==> src/rtl/glrn_defs.vh <==
// Constants for the gain link ring node: register map, fields, link framing
`ifndef GLRN_DEFS_VH
`define GLRN_DEFS_VH

// Register byte offsets
`define GLRN_OFF_CTRL      5'h00
`define GLRN_OFF_ASSIGN    5'h04
`define GLRN_OFF_XCOUPLE   5'h08
`define GLRN_OFF_SMOOTH    5'h0c
`define GLRN_OFF_BUS_A     5'h10
`define GLRN_OFF_BUS_B     5'h14
`define GLRN_OFF_STATUS    5'h18

// Linkage modes in CTRL[1:0]
`define GLRN_MODE_OFF      2'h0
`define GLRN_MODE_MASTER   2'h1
`define GLRN_MODE_SLAVE    2'h2

// CTRL field positions
`define GLRN_CTRL_CLKSRC   2
`define GLRN_CTRL_REPLAY   3

// Channel bus assignment codes, two bits per channel in ASSIGN
`define GLRN_BUS_NONE      2'h0
`define GLRN_BUS_A         2'h1
`define GLRN_BUS_B         2'h2

// Reset values
`define GLRN_RST_CTRL      4'h0
`define GLRN_RST_PCT       7'h00
`define GLRN_RST_SHIFT     4'h2

// Percentage scaling: full coupling and the 1/100 multiplier over 2^16
`define GLRN_PCT_FULL      7'h64
`define GLRN_PCT_MUL       41'h0000000028f

// Link framing: 64 bits, two 32-bit subframes, gain word MSB first
`define GLRN_FRAME_BITS    7'h40
`define GLRN_GAIN_W        24
`define GLRN_FLAG_NONAUDIO 39
`define GLRN_FLAG_AUDIO    1'h0

// Link bit clock: 80 ns period at 100 MHz system clock
`define GLRN_LINK_PERIOD_NS 80
`define GLRN_SYS_PERIOD_NS  10
`define GLRN_LINK_HALF      ((`GLRN_LINK_PERIOD_NS / `GLRN_SYS_PERIOD_NS) / 2)

// AXI responses
`define GLRN_RESP_OKAY     2'h0
`define GLRN_RESP_SLVERR   2'h2

`endif

==> src/rtl/glrn_node.v <==
// Gain link ring node: AXI4-Lite registers, link framer/deframer, shared bus logic
`timescale 1ns/10ps
`include "glrn_defs.vh"

// Function
// - Link mode off, master or slave
// - Same-bus channels linked across the ring
// - Linked gain still smoothed locally
// - No channel on bus, node stops linkage
// - Slave offers link as clock source
// - Master alone works with loopback
// - Slave applies recorded gain from link
// - Replay overrides own detector gain
// - 24-bit words carried unaltered
// - Frames flagged as ordinary audio
// - Bus A left, bus B right subframe
// - Largest reduction wins within a bus
// - Independent A-to-B, B-to-A percentage coupling
module glrn_node #(
    parameter NCH = 2
) (
    // System clock and reset
    input  wire                CLK_SYS,
    input  wire                RESET_N,
    // Sample strobe and local detector demands (same clock)
    input  wire                SAMPLE_STB,
    input  wire [NCH*24-1:0]   LOCAL_GR,
    // Smoothed gain reduction applied per channel
    output reg  [NCH*24-1:0]   APPLIED_GR,
    // Sample clock source select towards the clock logic
    output reg                 CLK_SRC_LINK,
    // Link input (foreign clock domain)
    input  wire                LINK_CLK_IN,
    input  wire                LINK_SYNC_IN,
    input  wire                LINK_DATA_IN,
    // Link output
    output reg                 LINK_CLK_OUT,
    output reg                 LINK_SYNC_OUT,
    output reg                 LINK_DATA_OUT,
    // AXI4-Lite write address
    input  wire [4:0]          S_AXI_AWADDR,
    input  wire                S_AXI_AWVALID,
    output reg                 S_AXI_AWREADY,
    // AXI4-Lite write data
    input  wire [31:0]         S_AXI_WDATA,
    input  wire [3:0]          S_AXI_WSTRB,
    input  wire                S_AXI_WVALID,
    output reg                 S_AXI_WREADY,
    // AXI4-Lite write response
    output reg  [1:0]          S_AXI_BRESP,
    output reg                 S_AXI_BVALID,
    input  wire                S_AXI_BREADY,
    // AXI4-Lite read address
    input  wire [4:0]          S_AXI_ARADDR,
    input  wire                S_AXI_ARVALID,
    output reg                 S_AXI_ARREADY,
    // AXI4-Lite read data
    output reg  [31:0]         S_AXI_RDATA,
    output reg  [1:0]          S_AXI_RRESP,
    output reg                 S_AXI_RVALID,
    input  wire                S_AXI_RREADY
);

    // Software-visible control state
    reg  [3:0]          ctrl_r;       // Mode, clock source, replay
    reg  [2*NCH-1:0]    assign_r;     // Bus assignment per channel
    reg  [6:0]          a2b_r;        // A to B coupling percent
    reg  [6:0]          b2a_r;        // B to A coupling percent
    reg  [3:0]          atk_sh_r;     // Attack smoothing shift
    reg  [3:0]          rel_sh_r;     // Release smoothing shift
    reg  [23:0]         fin_a_r;      // Final shared bus A
    reg  [23:0]         fin_b_r;      // Final shared bus B
    reg  [15:0]         rx_frames_r;  // Accepted frames count

    // AXI write side holding state
    reg  [4:0]          aw_addr_r;
    reg                 aw_full_r;
    reg  [31:0]         w_data_r;
    reg  [3:0]          w_strb_r;
    reg                 w_full_r;

    // Link receive state
    reg  [2:0]          clk_sync_r;   // Stage 0 only feeds stage 1
    reg  [1:0]          sync_sync_r;
    reg  [1:0]          data_sync_r;
    reg  [63:0]         rx_sr_r;
    reg  [5:0]          rx_cnt_r;
    reg                 rx_inframe_r;
    reg                 rx_done_r;    // One-cycle frame complete

    // Link transmit state
    reg  [3:0]          div_r;
    reg  [63:0]         tx_sr_r;
    reg  [5:0]          tx_left_r;
    reg  [63:0]         tx_pend_word_r;
    reg                 tx_pend_r;

    // Combinational shared-bus terms
    reg  [23:0]         loc_a;
    reg  [23:0]         loc_b;
    reg                 has_bus;
    reg  [23:0]         loc_ch [0:NCH-1];
    integer             i;

    wire [1:0]  mode     = ctrl_r[1:0];
    wire        replay   = ctrl_r[`GLRN_CTRL_REPLAY];
    wire        is_mst   = (mode == `GLRN_MODE_MASTER);
    wire        is_slv   = (mode == `GLRN_MODE_SLAVE);
    wire        link_on  = (is_mst | is_slv) & has_bus;
    wire [23:0] rx_a     = rx_sr_r[63:40];
    wire [23:0] rx_b     = rx_sr_r[31:8];
    wire        rx_audio = (rx_sr_r[`GLRN_FLAG_NONAUDIO] == `GLRN_FLAG_AUDIO);
    wire        rx_ok    = rx_done_r & rx_audio & link_on;
    wire [23:0] comb_a   = (rx_a > loc_a) ? rx_a : loc_a;
    wire [23:0] comb_b   = (rx_b > loc_b) ? rx_b : loc_b;
    wire        clk_rise = clk_sync_r[1] & ~clk_sync_r[2];

    // Scale a gain word by a percentage; 100 or more passes it whole
    function [23:0] xc;
        input [23:0] g;
        input [6:0]  pct;
        reg   [40:0] p;
        begin
            p = g * pct;
            p = p * `GLRN_PCT_MUL;
            xc = (pct >= `GLRN_PCT_FULL) ? g : p[39:16];
        end
    endfunction

    // Frame build: audio flag clear so recorders store the stream
    function [63:0] mkframe;
        input [23:0] a;
        input [23:0] b;
        begin
            mkframe = {a, `GLRN_FLAG_AUDIO, 7'h00, b, 8'h00};
        end
    endfunction

    // Local shared-bus demands: max per bus, detectors muted in replay
    always @* begin
        loc_a   = 24'h000000;
        loc_b   = 24'h000000;
        has_bus = 1'b0;
        for (i = 0; i < NCH; i = i + 1) begin
            loc_ch[i] = replay ? 24'h000000 : LOCAL_GR[i*24 +: 24];
            has_bus = has_bus | (assign_r[2*i +: 2] != `GLRN_BUS_NONE);
            if (assign_r[2*i +: 2] == `GLRN_BUS_A && loc_ch[i] > loc_a) begin
                loc_a = loc_ch[i];
            end
            if (assign_r[2*i +: 2] == `GLRN_BUS_B && loc_ch[i] > loc_b) begin
                loc_b = loc_ch[i];
            end
        end
    end

    // Final shared bus values per linkage mode
    always @(posedge CLK_SYS) begin
        if (!RESET_N) begin
            fin_a_r     <= 24'h000000;
            fin_b_r     <= 24'h000000;
            rx_frames_r <= 16'h0000;
        end else begin
            if (rx_ok) begin
                rx_frames_r <= rx_frames_r + 16'h0001;
                if (is_mst) begin
                    fin_a_r <= rx_a;
                    fin_b_r <= rx_b;
                end else begin
                    fin_a_r <= comb_a;
                    fin_b_r <= comb_b;
                end
            end else if (!link_on && SAMPLE_STB) begin
                // Unlinked: shared buses stay within this unit
                fin_a_r <= loc_a;
                fin_b_r <= loc_b;
            end
        end
    end

    // Per-channel targets and attack/release smoothing
    genvar gc;
    generate
        for (gc = 0; gc < NCH; gc = gc + 1) begin : g_ch
            reg  [23:0] tgt;
            reg  [23:0] dif;
            reg  [23:0] stp;
            wire [23:0] y   = APPLIED_GR[gc*24 +: 24];
            wire [23:0] xa  = xc(fin_b_r, b2a_r);
            wire [23:0] xb  = xc(fin_a_r, a2b_r);
            always @* begin
                case (assign_r[2*gc +: 2])
                    `GLRN_BUS_A: tgt = (xa > fin_a_r) ? xa : fin_a_r;
                    `GLRN_BUS_B: tgt = (xb > fin_b_r) ? xb : fin_b_r;
                    default:     tgt = loc_ch[gc];
                endcase
                dif = (tgt > y) ? (tgt - y) : (y - tgt);
                stp = (tgt > y) ? (dif >> atk_sh_r) : (dif >> rel_sh_r);
                if (stp == 24'h000000 && dif != 24'h000000) stp = 24'h000001;
            end
            // Smoothing applies to linked and local gain alike
            always @(posedge CLK_SYS) begin
                if (!RESET_N) begin
                    APPLIED_GR[gc*24 +: 24] <= 24'h000000;
                end else if (SAMPLE_STB) begin
                    if (tgt > y) begin
                        APPLIED_GR[gc*24 +: 24] <= y + stp;
                    end else begin
                        APPLIED_GR[gc*24 +: 24] <= y - stp;
                    end
                end
            end
        end
    endgenerate

    // Link receive: synchronise pins, sample on bit clock rise
    always @(posedge CLK_SYS) begin
        if (!RESET_N) begin
            clk_sync_r   <= 3'h0;
            sync_sync_r  <= 2'h0;
            data_sync_r  <= 2'h0;
            rx_sr_r      <= 64'h0;
            rx_cnt_r     <= 6'h00;
            rx_inframe_r <= 1'b0;
            rx_done_r    <= 1'b0;
        end else begin
            clk_sync_r  <= {clk_sync_r[1:0], LINK_CLK_IN};
            sync_sync_r <= {sync_sync_r[0], LINK_SYNC_IN};
            data_sync_r <= {data_sync_r[0], LINK_DATA_IN};
            rx_done_r   <= 1'b0;
            if (clk_rise) begin
                rx_sr_r <= {rx_sr_r[62:0], data_sync_r[1]};
                if (sync_sync_r[1]) begin
                    // Sync restarts the frame, so a lost bit heals next frame
                    rx_cnt_r     <= 6'h01;
                    rx_inframe_r <= 1'b1;
                end else if (rx_inframe_r) begin
                    rx_cnt_r <= rx_cnt_r + 6'h01;
                    if (rx_cnt_r == 6'h3f) begin
                        rx_inframe_r <= 1'b0;
                        rx_done_r    <= 1'b1;
                    end
                end
            end
        end
    end

    // Link transmit: free-running bit clock, data moves on its fall
    always @(posedge CLK_SYS) begin
        if (!RESET_N) begin
            div_r          <= 4'h0;
            LINK_CLK_OUT   <= 1'b0;
            LINK_SYNC_OUT  <= 1'b0;
            LINK_DATA_OUT  <= 1'b0;
            tx_sr_r        <= 64'h0;
            tx_left_r      <= 6'h00;
            tx_pend_r      <= 1'b0;
            tx_pend_word_r <= 64'h0;
        end else begin
            // Newest word wins; one waiting frame is all the rules need
            if (link_on && is_mst && SAMPLE_STB) begin
                tx_pend_r      <= 1'b1;
                tx_pend_word_r <= mkframe(loc_a, loc_b);
            end else if (link_on && is_slv && rx_ok) begin
                tx_pend_r      <= 1'b1;
                tx_pend_word_r <= mkframe(comb_a, comb_b);
            end else if (!link_on) begin
                tx_pend_r <= 1'b0;
            end
            if (div_r == (`GLRN_LINK_HALF - 1)) begin
                div_r        <= 4'h0;
                LINK_CLK_OUT <= ~LINK_CLK_OUT;
                if (LINK_CLK_OUT) begin
                    if (tx_left_r != 6'h00) begin
                        LINK_DATA_OUT <= tx_sr_r[62];
                        LINK_SYNC_OUT <= 1'b0;
                        tx_sr_r       <= {tx_sr_r[62:0], 1'b0};
                        tx_left_r     <= tx_left_r - 6'h01;
                    end else if (tx_pend_r && link_on) begin
                        LINK_DATA_OUT <= tx_pend_word_r[63];
                        LINK_SYNC_OUT <= 1'b1;
                        tx_sr_r       <= tx_pend_word_r;
                        tx_left_r     <= 6'h3f;
                        // Only a word loaded in this very cycle keeps the flag up
                        if (!((is_mst && SAMPLE_STB) || (is_slv && rx_ok))) tx_pend_r <= 1'b0;
                    end else begin
                        LINK_DATA_OUT <= 1'b0;
                        LINK_SYNC_OUT <= 1'b0;
                    end
                end
            end else begin
                div_r <= div_r + 4'h1;
            end
        end
    end

    // AXI write: address and data taken in either order
    always @(posedge CLK_SYS) begin
        if (!RESET_N) begin
            S_AXI_AWREADY <= 1'b0;
            S_AXI_WREADY  <= 1'b0;
            S_AXI_BVALID  <= 1'b0;
            S_AXI_BRESP   <= `GLRN_RESP_OKAY;
            aw_full_r     <= 1'b0;
            aw_addr_r     <= 5'h00;
            w_full_r      <= 1'b0;
            w_data_r      <= 32'h0;
            w_strb_r      <= 4'h0;
            ctrl_r        <= `GLRN_RST_CTRL;
            assign_r      <= {2*NCH{1'b0}};
            a2b_r         <= `GLRN_RST_PCT;
            b2a_r         <= `GLRN_RST_PCT;
            atk_sh_r      <= `GLRN_RST_SHIFT;
            rel_sh_r      <= `GLRN_RST_SHIFT;
            CLK_SRC_LINK  <= 1'b0;
        end else begin
            S_AXI_AWREADY <= ~aw_full_r & ~S_AXI_AWREADY & ~S_AXI_BVALID;
            S_AXI_WREADY  <= ~w_full_r & ~S_AXI_WREADY & ~S_AXI_BVALID;
            if (S_AXI_AWVALID && S_AXI_AWREADY) begin
                aw_full_r <= 1'b1;
                aw_addr_r <= S_AXI_AWADDR;
            end
            if (S_AXI_WVALID && S_AXI_WREADY) begin
                w_full_r <= 1'b1;
                w_data_r <= S_AXI_WDATA;
                w_strb_r <= S_AXI_WSTRB;
            end
            if (aw_full_r && w_full_r && !S_AXI_BVALID) begin
                aw_full_r    <= 1'b0;
                w_full_r     <= 1'b0;
                S_AXI_BVALID <= 1'b1;
                S_AXI_BRESP  <= `GLRN_RESP_OKAY;
                case (aw_addr_r & 5'h1c)
                    `GLRN_OFF_CTRL: if (w_strb_r[0]) ctrl_r <= w_data_r[3:0];
                    `GLRN_OFF_ASSIGN: if (w_strb_r[0]) assign_r <= w_data_r[2*NCH-1:0];
                    `GLRN_OFF_XCOUPLE: begin
                        if (w_strb_r[0]) a2b_r <= w_data_r[6:0];
                        if (w_strb_r[1]) b2a_r <= w_data_r[14:8];
                    end
                    `GLRN_OFF_SMOOTH: begin
                        if (w_strb_r[0]) atk_sh_r <= w_data_r[3:0];
                        if (w_strb_r[0]) rel_sh_r <= w_data_r[7:4];
                    end
                    default: begin
                        S_AXI_BRESP <= `GLRN_RESP_SLVERR;
                    end
                endcase
            end
            if (S_AXI_BVALID && S_AXI_BREADY) begin
                S_AXI_BVALID <= 1'b0;
            end
            // Link clock offered only to a slave
            CLK_SRC_LINK <= is_slv & ctrl_r[`GLRN_CTRL_CLKSRC];
        end
    end

    // AXI read: one outstanding, answer the cycle after the address
    always @(posedge CLK_SYS) begin
        if (!RESET_N) begin
            S_AXI_ARREADY <= 1'b0;
            S_AXI_RVALID  <= 1'b0;
            S_AXI_RDATA   <= 32'h0;
            S_AXI_RRESP   <= `GLRN_RESP_OKAY;
        end else begin
            S_AXI_ARREADY <= ~S_AXI_RVALID & ~S_AXI_ARREADY;
            if (S_AXI_ARVALID && S_AXI_ARREADY) begin
                S_AXI_RVALID <= 1'b1;
                S_AXI_RRESP  <= `GLRN_RESP_OKAY;
                case (S_AXI_ARADDR & 5'h1c)
                    `GLRN_OFF_CTRL:    S_AXI_RDATA <= {28'h0, ctrl_r};
                    `GLRN_OFF_ASSIGN:  S_AXI_RDATA <= {{(32-2*NCH){1'b0}}, assign_r};
                    `GLRN_OFF_XCOUPLE: S_AXI_RDATA <= {17'h0, b2a_r, 1'b0, a2b_r};
                    `GLRN_OFF_SMOOTH:  S_AXI_RDATA <= {24'h0, rel_sh_r, atk_sh_r};
                    `GLRN_OFF_BUS_A:   S_AXI_RDATA <= {8'h00, fin_a_r};
                    `GLRN_OFF_BUS_B:   S_AXI_RDATA <= {8'h00, fin_b_r};
                    `GLRN_OFF_STATUS:  S_AXI_RDATA <= {rx_frames_r, 14'h0, has_bus, link_on};
                    default: begin
                        S_AXI_RDATA <= 32'h0;
                        S_AXI_RRESP <= `GLRN_RESP_SLVERR;
                    end
                endcase
            end else if (S_AXI_RVALID && S_AXI_RREADY) begin
                S_AXI_RVALID <= 1'b0;
            end
        end
    end

endmodule

==> config.mk <==
export PLATFORM = sky130hd
export DESIGN_NAME = glrn_node
export DESIGN_NICKNAME = d
export VERILOG_FILES = /design/src/rtl/glrn_node.v
export VERILOG_INCLUDE_DIRS = /design/src /design/src/rtl
export SDC_FILE = /design/constraint.sdc
export NUM_CORES = 2
export LEC_CHECK = 0
export CORE_ASPECT_RATIO = 0.7
export CORE_MARGIN = 4
export CORE_UTILIZATION = 45
export DETAILED_ROUTE_END_ITERATION = 10
export DONT_BUFFER_PORTS = 1
export HOLD_SLACK_MARGIN = 0.12
export PLACE_DENSITY_LB_ADDON = 0.12
export SKIP_CTS_REPAIR_TIMING = 1
export SLEW_MARGIN = 0
export SYNTH_ARGS = -nofsm -noshare
export SYNTH_HDL_FRONTEND = slang
export SYNTH_SLANG_ARGS = --single-unit
==> constraint.sdc <==
create_clock -name CLK_SYS -period 22 [get_ports CLK_SYS]
set_input_delay 3.3 -clock CLK_SYS [delete_from_list [all_inputs] [get_ports CLK_SYS]]
set_output_delay 3.3 -clock CLK_SYS [all_outputs]
set_load 0.005 [all_outputs]
**Yosys cells after proc, flatten, opt, wreduce, memory -nomap -nowiden**

Cells that the tools add are included.

- Bits in registers: 412
- Input port bits: 105
- Output and inout bits: 93

- $add $sub $neg: 12
- Multipliers: 4
- Order comparisons: 11
- Equal/unequal tests: 17
- Shift operators: 4
- Multiplexer cells: 57
- Bitwise gates (word level): 25
- Reduce and logical (&&, ||, !) cells: 52

Operator list:

| kind | number |
|---|---|
| $mux W24 | 26 |
| $pmux W32 S7 | 1 |
| $gt A24 B24 Y1 | 8 |
| $sub A24 B24 Y24 | 6 |
| $mux W64 | 2 |
| $mux W63 | 2 |
| $pmux W24 S2 | 2 |
| $shr A24 B4 Y24 | 4 |
| $mul A31 B10 Y40 const B | 2 |
| $mul A24 B7 Y31 | 2 |
| $add A24 B24 Y24 | 2 |
| $logic_not A24 Y1 | 2 |
| $reduce_bool A24 Y1 | 2 |
| $gt A24 B1 Y1 const B | 1 |
| $mux W6 | 4 |
| $logic_and A1 B1 Y1 | 21 |
| $mux W1 | 18 |
| $reduce_and A3 Y1 | 6 |
| $add A16 B1 Y16 const B | 1 |
| $ge A7 B7 Y1 const B | 2 |
| $reduce_bool A2 Y1 | 7 |
| $not A1 Y1 | 13 |
| $eq A3 B2 Y1 const B | 4 |
| $and A1 B1 Y1 | 10 |
| 19 further kinds | 34 |

**Longest topological paths before layout**

- Depth after elaboration: 15
- Mapped depth: 104
- Gate-level depth less buffers: 98

**Worst setup path after synthesis**

OpenSTA, ideal clock, no wires.

- Path kind: flip-flop to flip-flop
- Start: register b2a_r[4]
- End: register APPLIED_GR[22] (netlist: g_ch[0].y[22])
- Library setup time: 0.122 ns
- Arrival: 20.545 ns
- Data required time: 21.878 ns
- Path slack: 1.333 ns
- Cell stages (with the launch flop): 95
- Period minus slack after synthesis: 20.667 ns
- Cell sequence: dfxtp_1 > clkbuf_1 > clkbuf_1 > nand2_1 > fa_1 > fa_1 > inv_1 > fa_1 > inv_1 > fa_1 > inv_1 > ha_1 > a21oi_1 > o21bai_1 > a21oi_1 > o21ai_0 > o41ai_1 > nor2b_1 > [... 59 more ...] > xnor2_1 > ha_1 > nor2b_1 > o21ai_0 > a21boi_0 > o21ai_0 > a21boi_0 > o21ai_0 > a21boi_0 > o21ai_0 > nand2b_1 > a31oi_1 > o21ai_0 > o41a_1 > a41o_1 > o41ai_1 > nor4b_1 > a311o_1

- Cells in the longest elaborated chain, start to end: 15

RTL lines:

| what | RTL line | text |
|---|---|---|
| from (decl) | glrn_node.v:68 | `reg [6:0] b2a_r;` |
| from (signal assigned) | glrn_node.v:311 | `` b2a_r <= `GLRN_RST_PCT; `` |
| from (signal assigned) | glrn_node.v:337 | `if (w_strb_r[1]) b2a_r <= w_data_r[14:8];` |
| $mul A24 B7 Y31 | glrn_node.v:124 | `p = g * pct;` |
| $mul A31 B10 Y40 (no line) | n/a |  |
| $mux W24 (*) | glrn_node.v:126 | `` xc = (pct >= `GLRN_PCT_FULL) ? g : p[39:16]; `` |
| $gt A24 B24 Y1 | glrn_node.v:192 | `` `GLRN_BUS_A: tgt = (xa > fin_a_r) ? xa : fin_a_r; `` |
| $mux W24 (*) | glrn_node.v:192 |  |
| $pmux W24 S2 (*) | glrn_node.v:191 | `case (assign_r[2*gc +: 2])` |
| $sub A24 B24 Y24 or $gt A24 B24 Y1 (tied branches) | glrn_node.v:196, glrn_node.v:197, glrn_node.v:205 |  |
| $mux W24 | glrn_node.v:196 | `dif = (tgt > y) ? (tgt - y) : (y - tgt);` |
| $shr A24 B4 Y24 | glrn_node.v:197 | `stp = (tgt > y) ? (dif >> atk_sh_r) : (dif >> rel_sh_r);` |
| $mux W24 | glrn_node.v:197 |  |
| $logic_not A24 Y1 | glrn_node.v:198 | `if (stp == 24'h000000 && dif != 24'h000000) stp = 24'h000001;` |
| $logic_and A1 B1 Y1 | glrn_node.v:198 |  |
| $mux W24 | glrn_node.v:198 |  |
| $sub A24 B24 Y24 or $add A24 B24 Y24 (tied branches) | glrn_node.v:208, glrn_node.v:206 |  |
| $mux W24 (*) | glrn_node.v:205 | `if (tgt > y) begin` |
| to (signal, indexed assignment) | glrn_node.v:206 | `APPLIED_GR[gc*24 +: 24] <= y + stp;` |
| to (signal, indexed assignment) | glrn_node.v:208 | `APPLIED_GR[gc*24 +: 24] <= y - stp;` |
| to (decl) | glrn_node.v:29 | `output reg [NCH*24-1:0] APPLIED_GR,` |

Mark *: on every way between the ends. The rest lies on a longest branch, timed or not.
A chain may end at the register's enable or synchronous reset.

**Final worst setup path**

- Start: register b2a_r[2]
- End: register APPLIED_GR[47] (netlist: g_ch[1].y[23])

The elaborated chain is that of the path after synthesis.

==> results.yml <==
placement:
  numPortBuffers: 0
  place_hpwl_um: 181000
  globalplace.congestion: 1.02
  pre_cts_ws_ns: 0.00541
sta:
  tightest_slew_ns: 1.75
  fin_skew_ns: 0.0196
  fmax_mhz: 47.2
  hold_viol: 0
  maxSlewViolCount: 221
  hold-worst-slack_ns: 0.440
  setup_violations: 0
  period_needed_ns: 21.20
  slew_headroom: -0.166
  post-route-period-util: 0.964
  fin_setup_tns_ns: 0
  layout_setup_ws_ns: 0.798
power:
  p_sw_mw: 2.47
  switching_share: 0.439
  p_int_mw: 3.16
  p_comb_frac: 0.702
  power.density_nw_per_um2: 81.5
  seq_power_share: 0.148
  vdd.ir_drop.worst_uv: 161
  p_leak_nw: 35.0
  clkPwrFrac: 0.150
  power_mw: 5.62
hold_path:
  worstHoldStart: "sync_sync_r[0]"
  hold_class: "register to register"
yosys:
  synth-main-ff-cell: "dfxtp_1"
  yosysSeqAreaShare: 0.138
  synth-seq-cells: 400
  synth.cell_area_um2: 58200
  async_reset_ff_frac: 0
  synth-edff-count: 0
  synth_warnings: 0
  synth_area_per_cell_um2: 7.95
  synthCells: 7324
  synth.distinct_cells: 117
die:
  core_um2: 129000
  start_util: 0.453
  rows: 110
  die-area_um2: 135000
  die_w_um: 438
  io_pins: 198
  dieHeight_um: 309
worst_setup_path:
  end_kind: "register"
  crit_path_top_delay_cell: "a2111o_1"
  crit_arrival_ns: 21.71
  cp_max_fo: 13
  cp_top_family: "compound AO/OA/AOI/OAI gates"
  cp.buffers_inverters: 18
  startpoint_type: "register"
  reg2reg_from: "b2a_r[2]"
  critPathMaxStageDelay_ns: 0.56
  critPathKind: "register to register"
  required_ns: 22.51
  critPathLaunch: "b2a_r[2]"
routing:
  wl_per_cell_um: 22.5
  postRouteAntennaNets: 0
  drc: 0
  vias: 55700
  viasPerCell: 5.68
  routed_wl_um: 221000
  drtIter0Drc: 6002
  drtPass1Iterations: 6
status:
  status: "finished, violations left"
  violations: "slew limit"
global_route:
  grt_overflow_total: 0
  grt_pass1_vias: 52700
  grt_pass1_wl_um: 332000
  antenna_found_initial: 32
  grt_max_degree: 403
  track_usage: 0.318
clock_tree:
  worst_skew_pair.late_latency_ns: 0.64
  cts_tree: "done"
  clk_pin_slew_ns: 0.06
  clock-sinks: 400
  clockBufferDepth: 3
  htreeDepth: 2
  cts_buffers: 47
  ctsRootBufferMaster: "clkbuf_16"
layout:
  area_delta_synth_final_pct: 18.6
  fillCellCount: 12500
  drive_gt1_frac: 0.167
  final_cell_mix: "buf_4 (1030), nand2_1 (820), ha_1 (734)"
  layout.nets: 9257
  layout_commonest_cell: "buf_4"
run:
  maxCapViolCount: 0
## area by class of cell
type,instances,area (um^2),area share
Multi-Input combinational cell,5784,46400,0.673
Timing Repair Buffer,1045,8020,0.116
Sequential cell,400,8020,0.116
Inverter,730,2740,0.0397
Tap cell,1736,2170,0.0315
Clock buffer,65,1310,0.0190
Clock inverter,17,275,0.00399
Antenna cell,24,60.1,0.000870
## synthesized netlist by cell type (all sizes together), types with 18 or more instances
cell | instances | area share
nand2 | 822 | 0.053
ha | 736 | 0.16
inv | 728 | 0.047
a21oi | 439 | 0.038
nor2 | 437 | 0.028
fa | 408 | 0.14
dfxtp | 400 | 0.14
o21ai | 323 | 0.028
clkbuf | 321 | 0.021
and2 | 297 | 0.032
nor2b | 245 | 0.026
mux2i | 204 | 0.035
xnor2 | 202 | 0.030
nor3 | 128 | 0.011
a21o | 123 | 0.016
nand3 | 114 | 0.0098
a21boi | 106 | 0.014
xor2 | 106 | 0.016
buf | 90 | 0.0079
a211oi | 88 | 0.012
a22oi | 79 | 0.010
o21a | 74 | 0.0095
nand4 | 66 | 0.0075
and3 | 63 | 0.0069
nand2b | 57 | 0.0061
o211a | 57 | 0.0098
a31oi | 49 | 0.0054
o31ai | 37 | 0.0050
mux2 | 36 | 0.0070
o211ai | 36 | 0.0046
o21bai | 34 | 0.0044
or3 | 34 | 0.0037
nor4 | 31 | 0.0037
o221ai | 22 | 0.0034
or2 | 21 | 0.0023
a211o | 20 | 0.0030
o22ai | 19 | 0.0020
a22o | 18 | 0.0027
## worst register-to-register path, delay by kind of cell (launching register included)
family,cells,cell delay (ns)
AO/OA/AOI/OAI,43,8.52
adder cells (fa/ha/maj),15,5.86
AND/OR/NAND/NOR,16,3.33
buffers and inverters,18,2.30
multiplexers,2,0.40
XOR/XNOR,3,0.38
flip-flops,1,0.33
## power by group through the flow
stage | Clock (mW) | Combinational (mW) | Sequential, mW
after floorplan | 0 | 2.13 | 0.811
after global placement | 0 | 3.69 | 0.852
after detailed placement | 0 | 3.72 | 0.852
after CTS | 0.856 | 3.75 | 0.836
after global routing | 0.883 | 4.24 | 0.837
final | 0.842 | 3.95 | 0.833
## kinds of logic (layout without fill, tap and decap cells)
| logic type | Yosys count | after routing | share of synthesized area |
|---|---|---|---|
| xor+xnor | 308 | 308 | 0.0464 |
| fa+ha+maj | 1144 | 1144 | 0.299 |
| compound gates | 1706 | 1706 | 0.197 |
| other cells | 1 | 26 | 0.0000644 |
| mux | 246 | 246 | 0.0444 |
| buf+inv | 1141 | 1857 | 0.0757 |
| flops | 400 | 400 | 0.138 |
| simple gates | 2378 | 2378 | 0.200 |
## through the flow
stage                      util  instances  cell area (um^2)
after floorplan               -       7325             58200
after global placement    0.519       9673             66700
after detailed placement  0.519       9673             66700
after CTS                 0.531       9755             68300
after global routing      0.537       9794             69000
final                     0.537       9801             69000
## state kept, by name (all words and copies together) (netlist names), 16 cells and up
name            flops
rx_sr_r            64
tx_sr_r            55
g_ch.y             48
tx_pend_word_r     48
S_AXI_RDATA        32
fin_a_r            24
fin_b_r            24
rx_frames_r        16
## per-layer routing
layer | vias to the layer above | share of wire | GRT usage
met5 | - | 0.000059 | 0
li1 | 26500 | - | -
met1 | 26800 | 0.49 | 0.494
met3 | 272 | 0.098 | 0.0725
met4 | 2 | 0.031 | 0.0888
met2 | 2134 | 0.38 | 0.430
## final timing paths
path                                  endpoint  slack [ns]  cells past startpoint
worst max register to register   g_ch[1].y[23]        0.80                     97
worst min register to register  sync_sync_r[1]        0.44                      1
worst min-delay path            sync_sync_r[1]        0.44                      1
worst max-delay path             g_ch[1].y[23]        0.80                     97
Power figures use the tool's default switching activity.
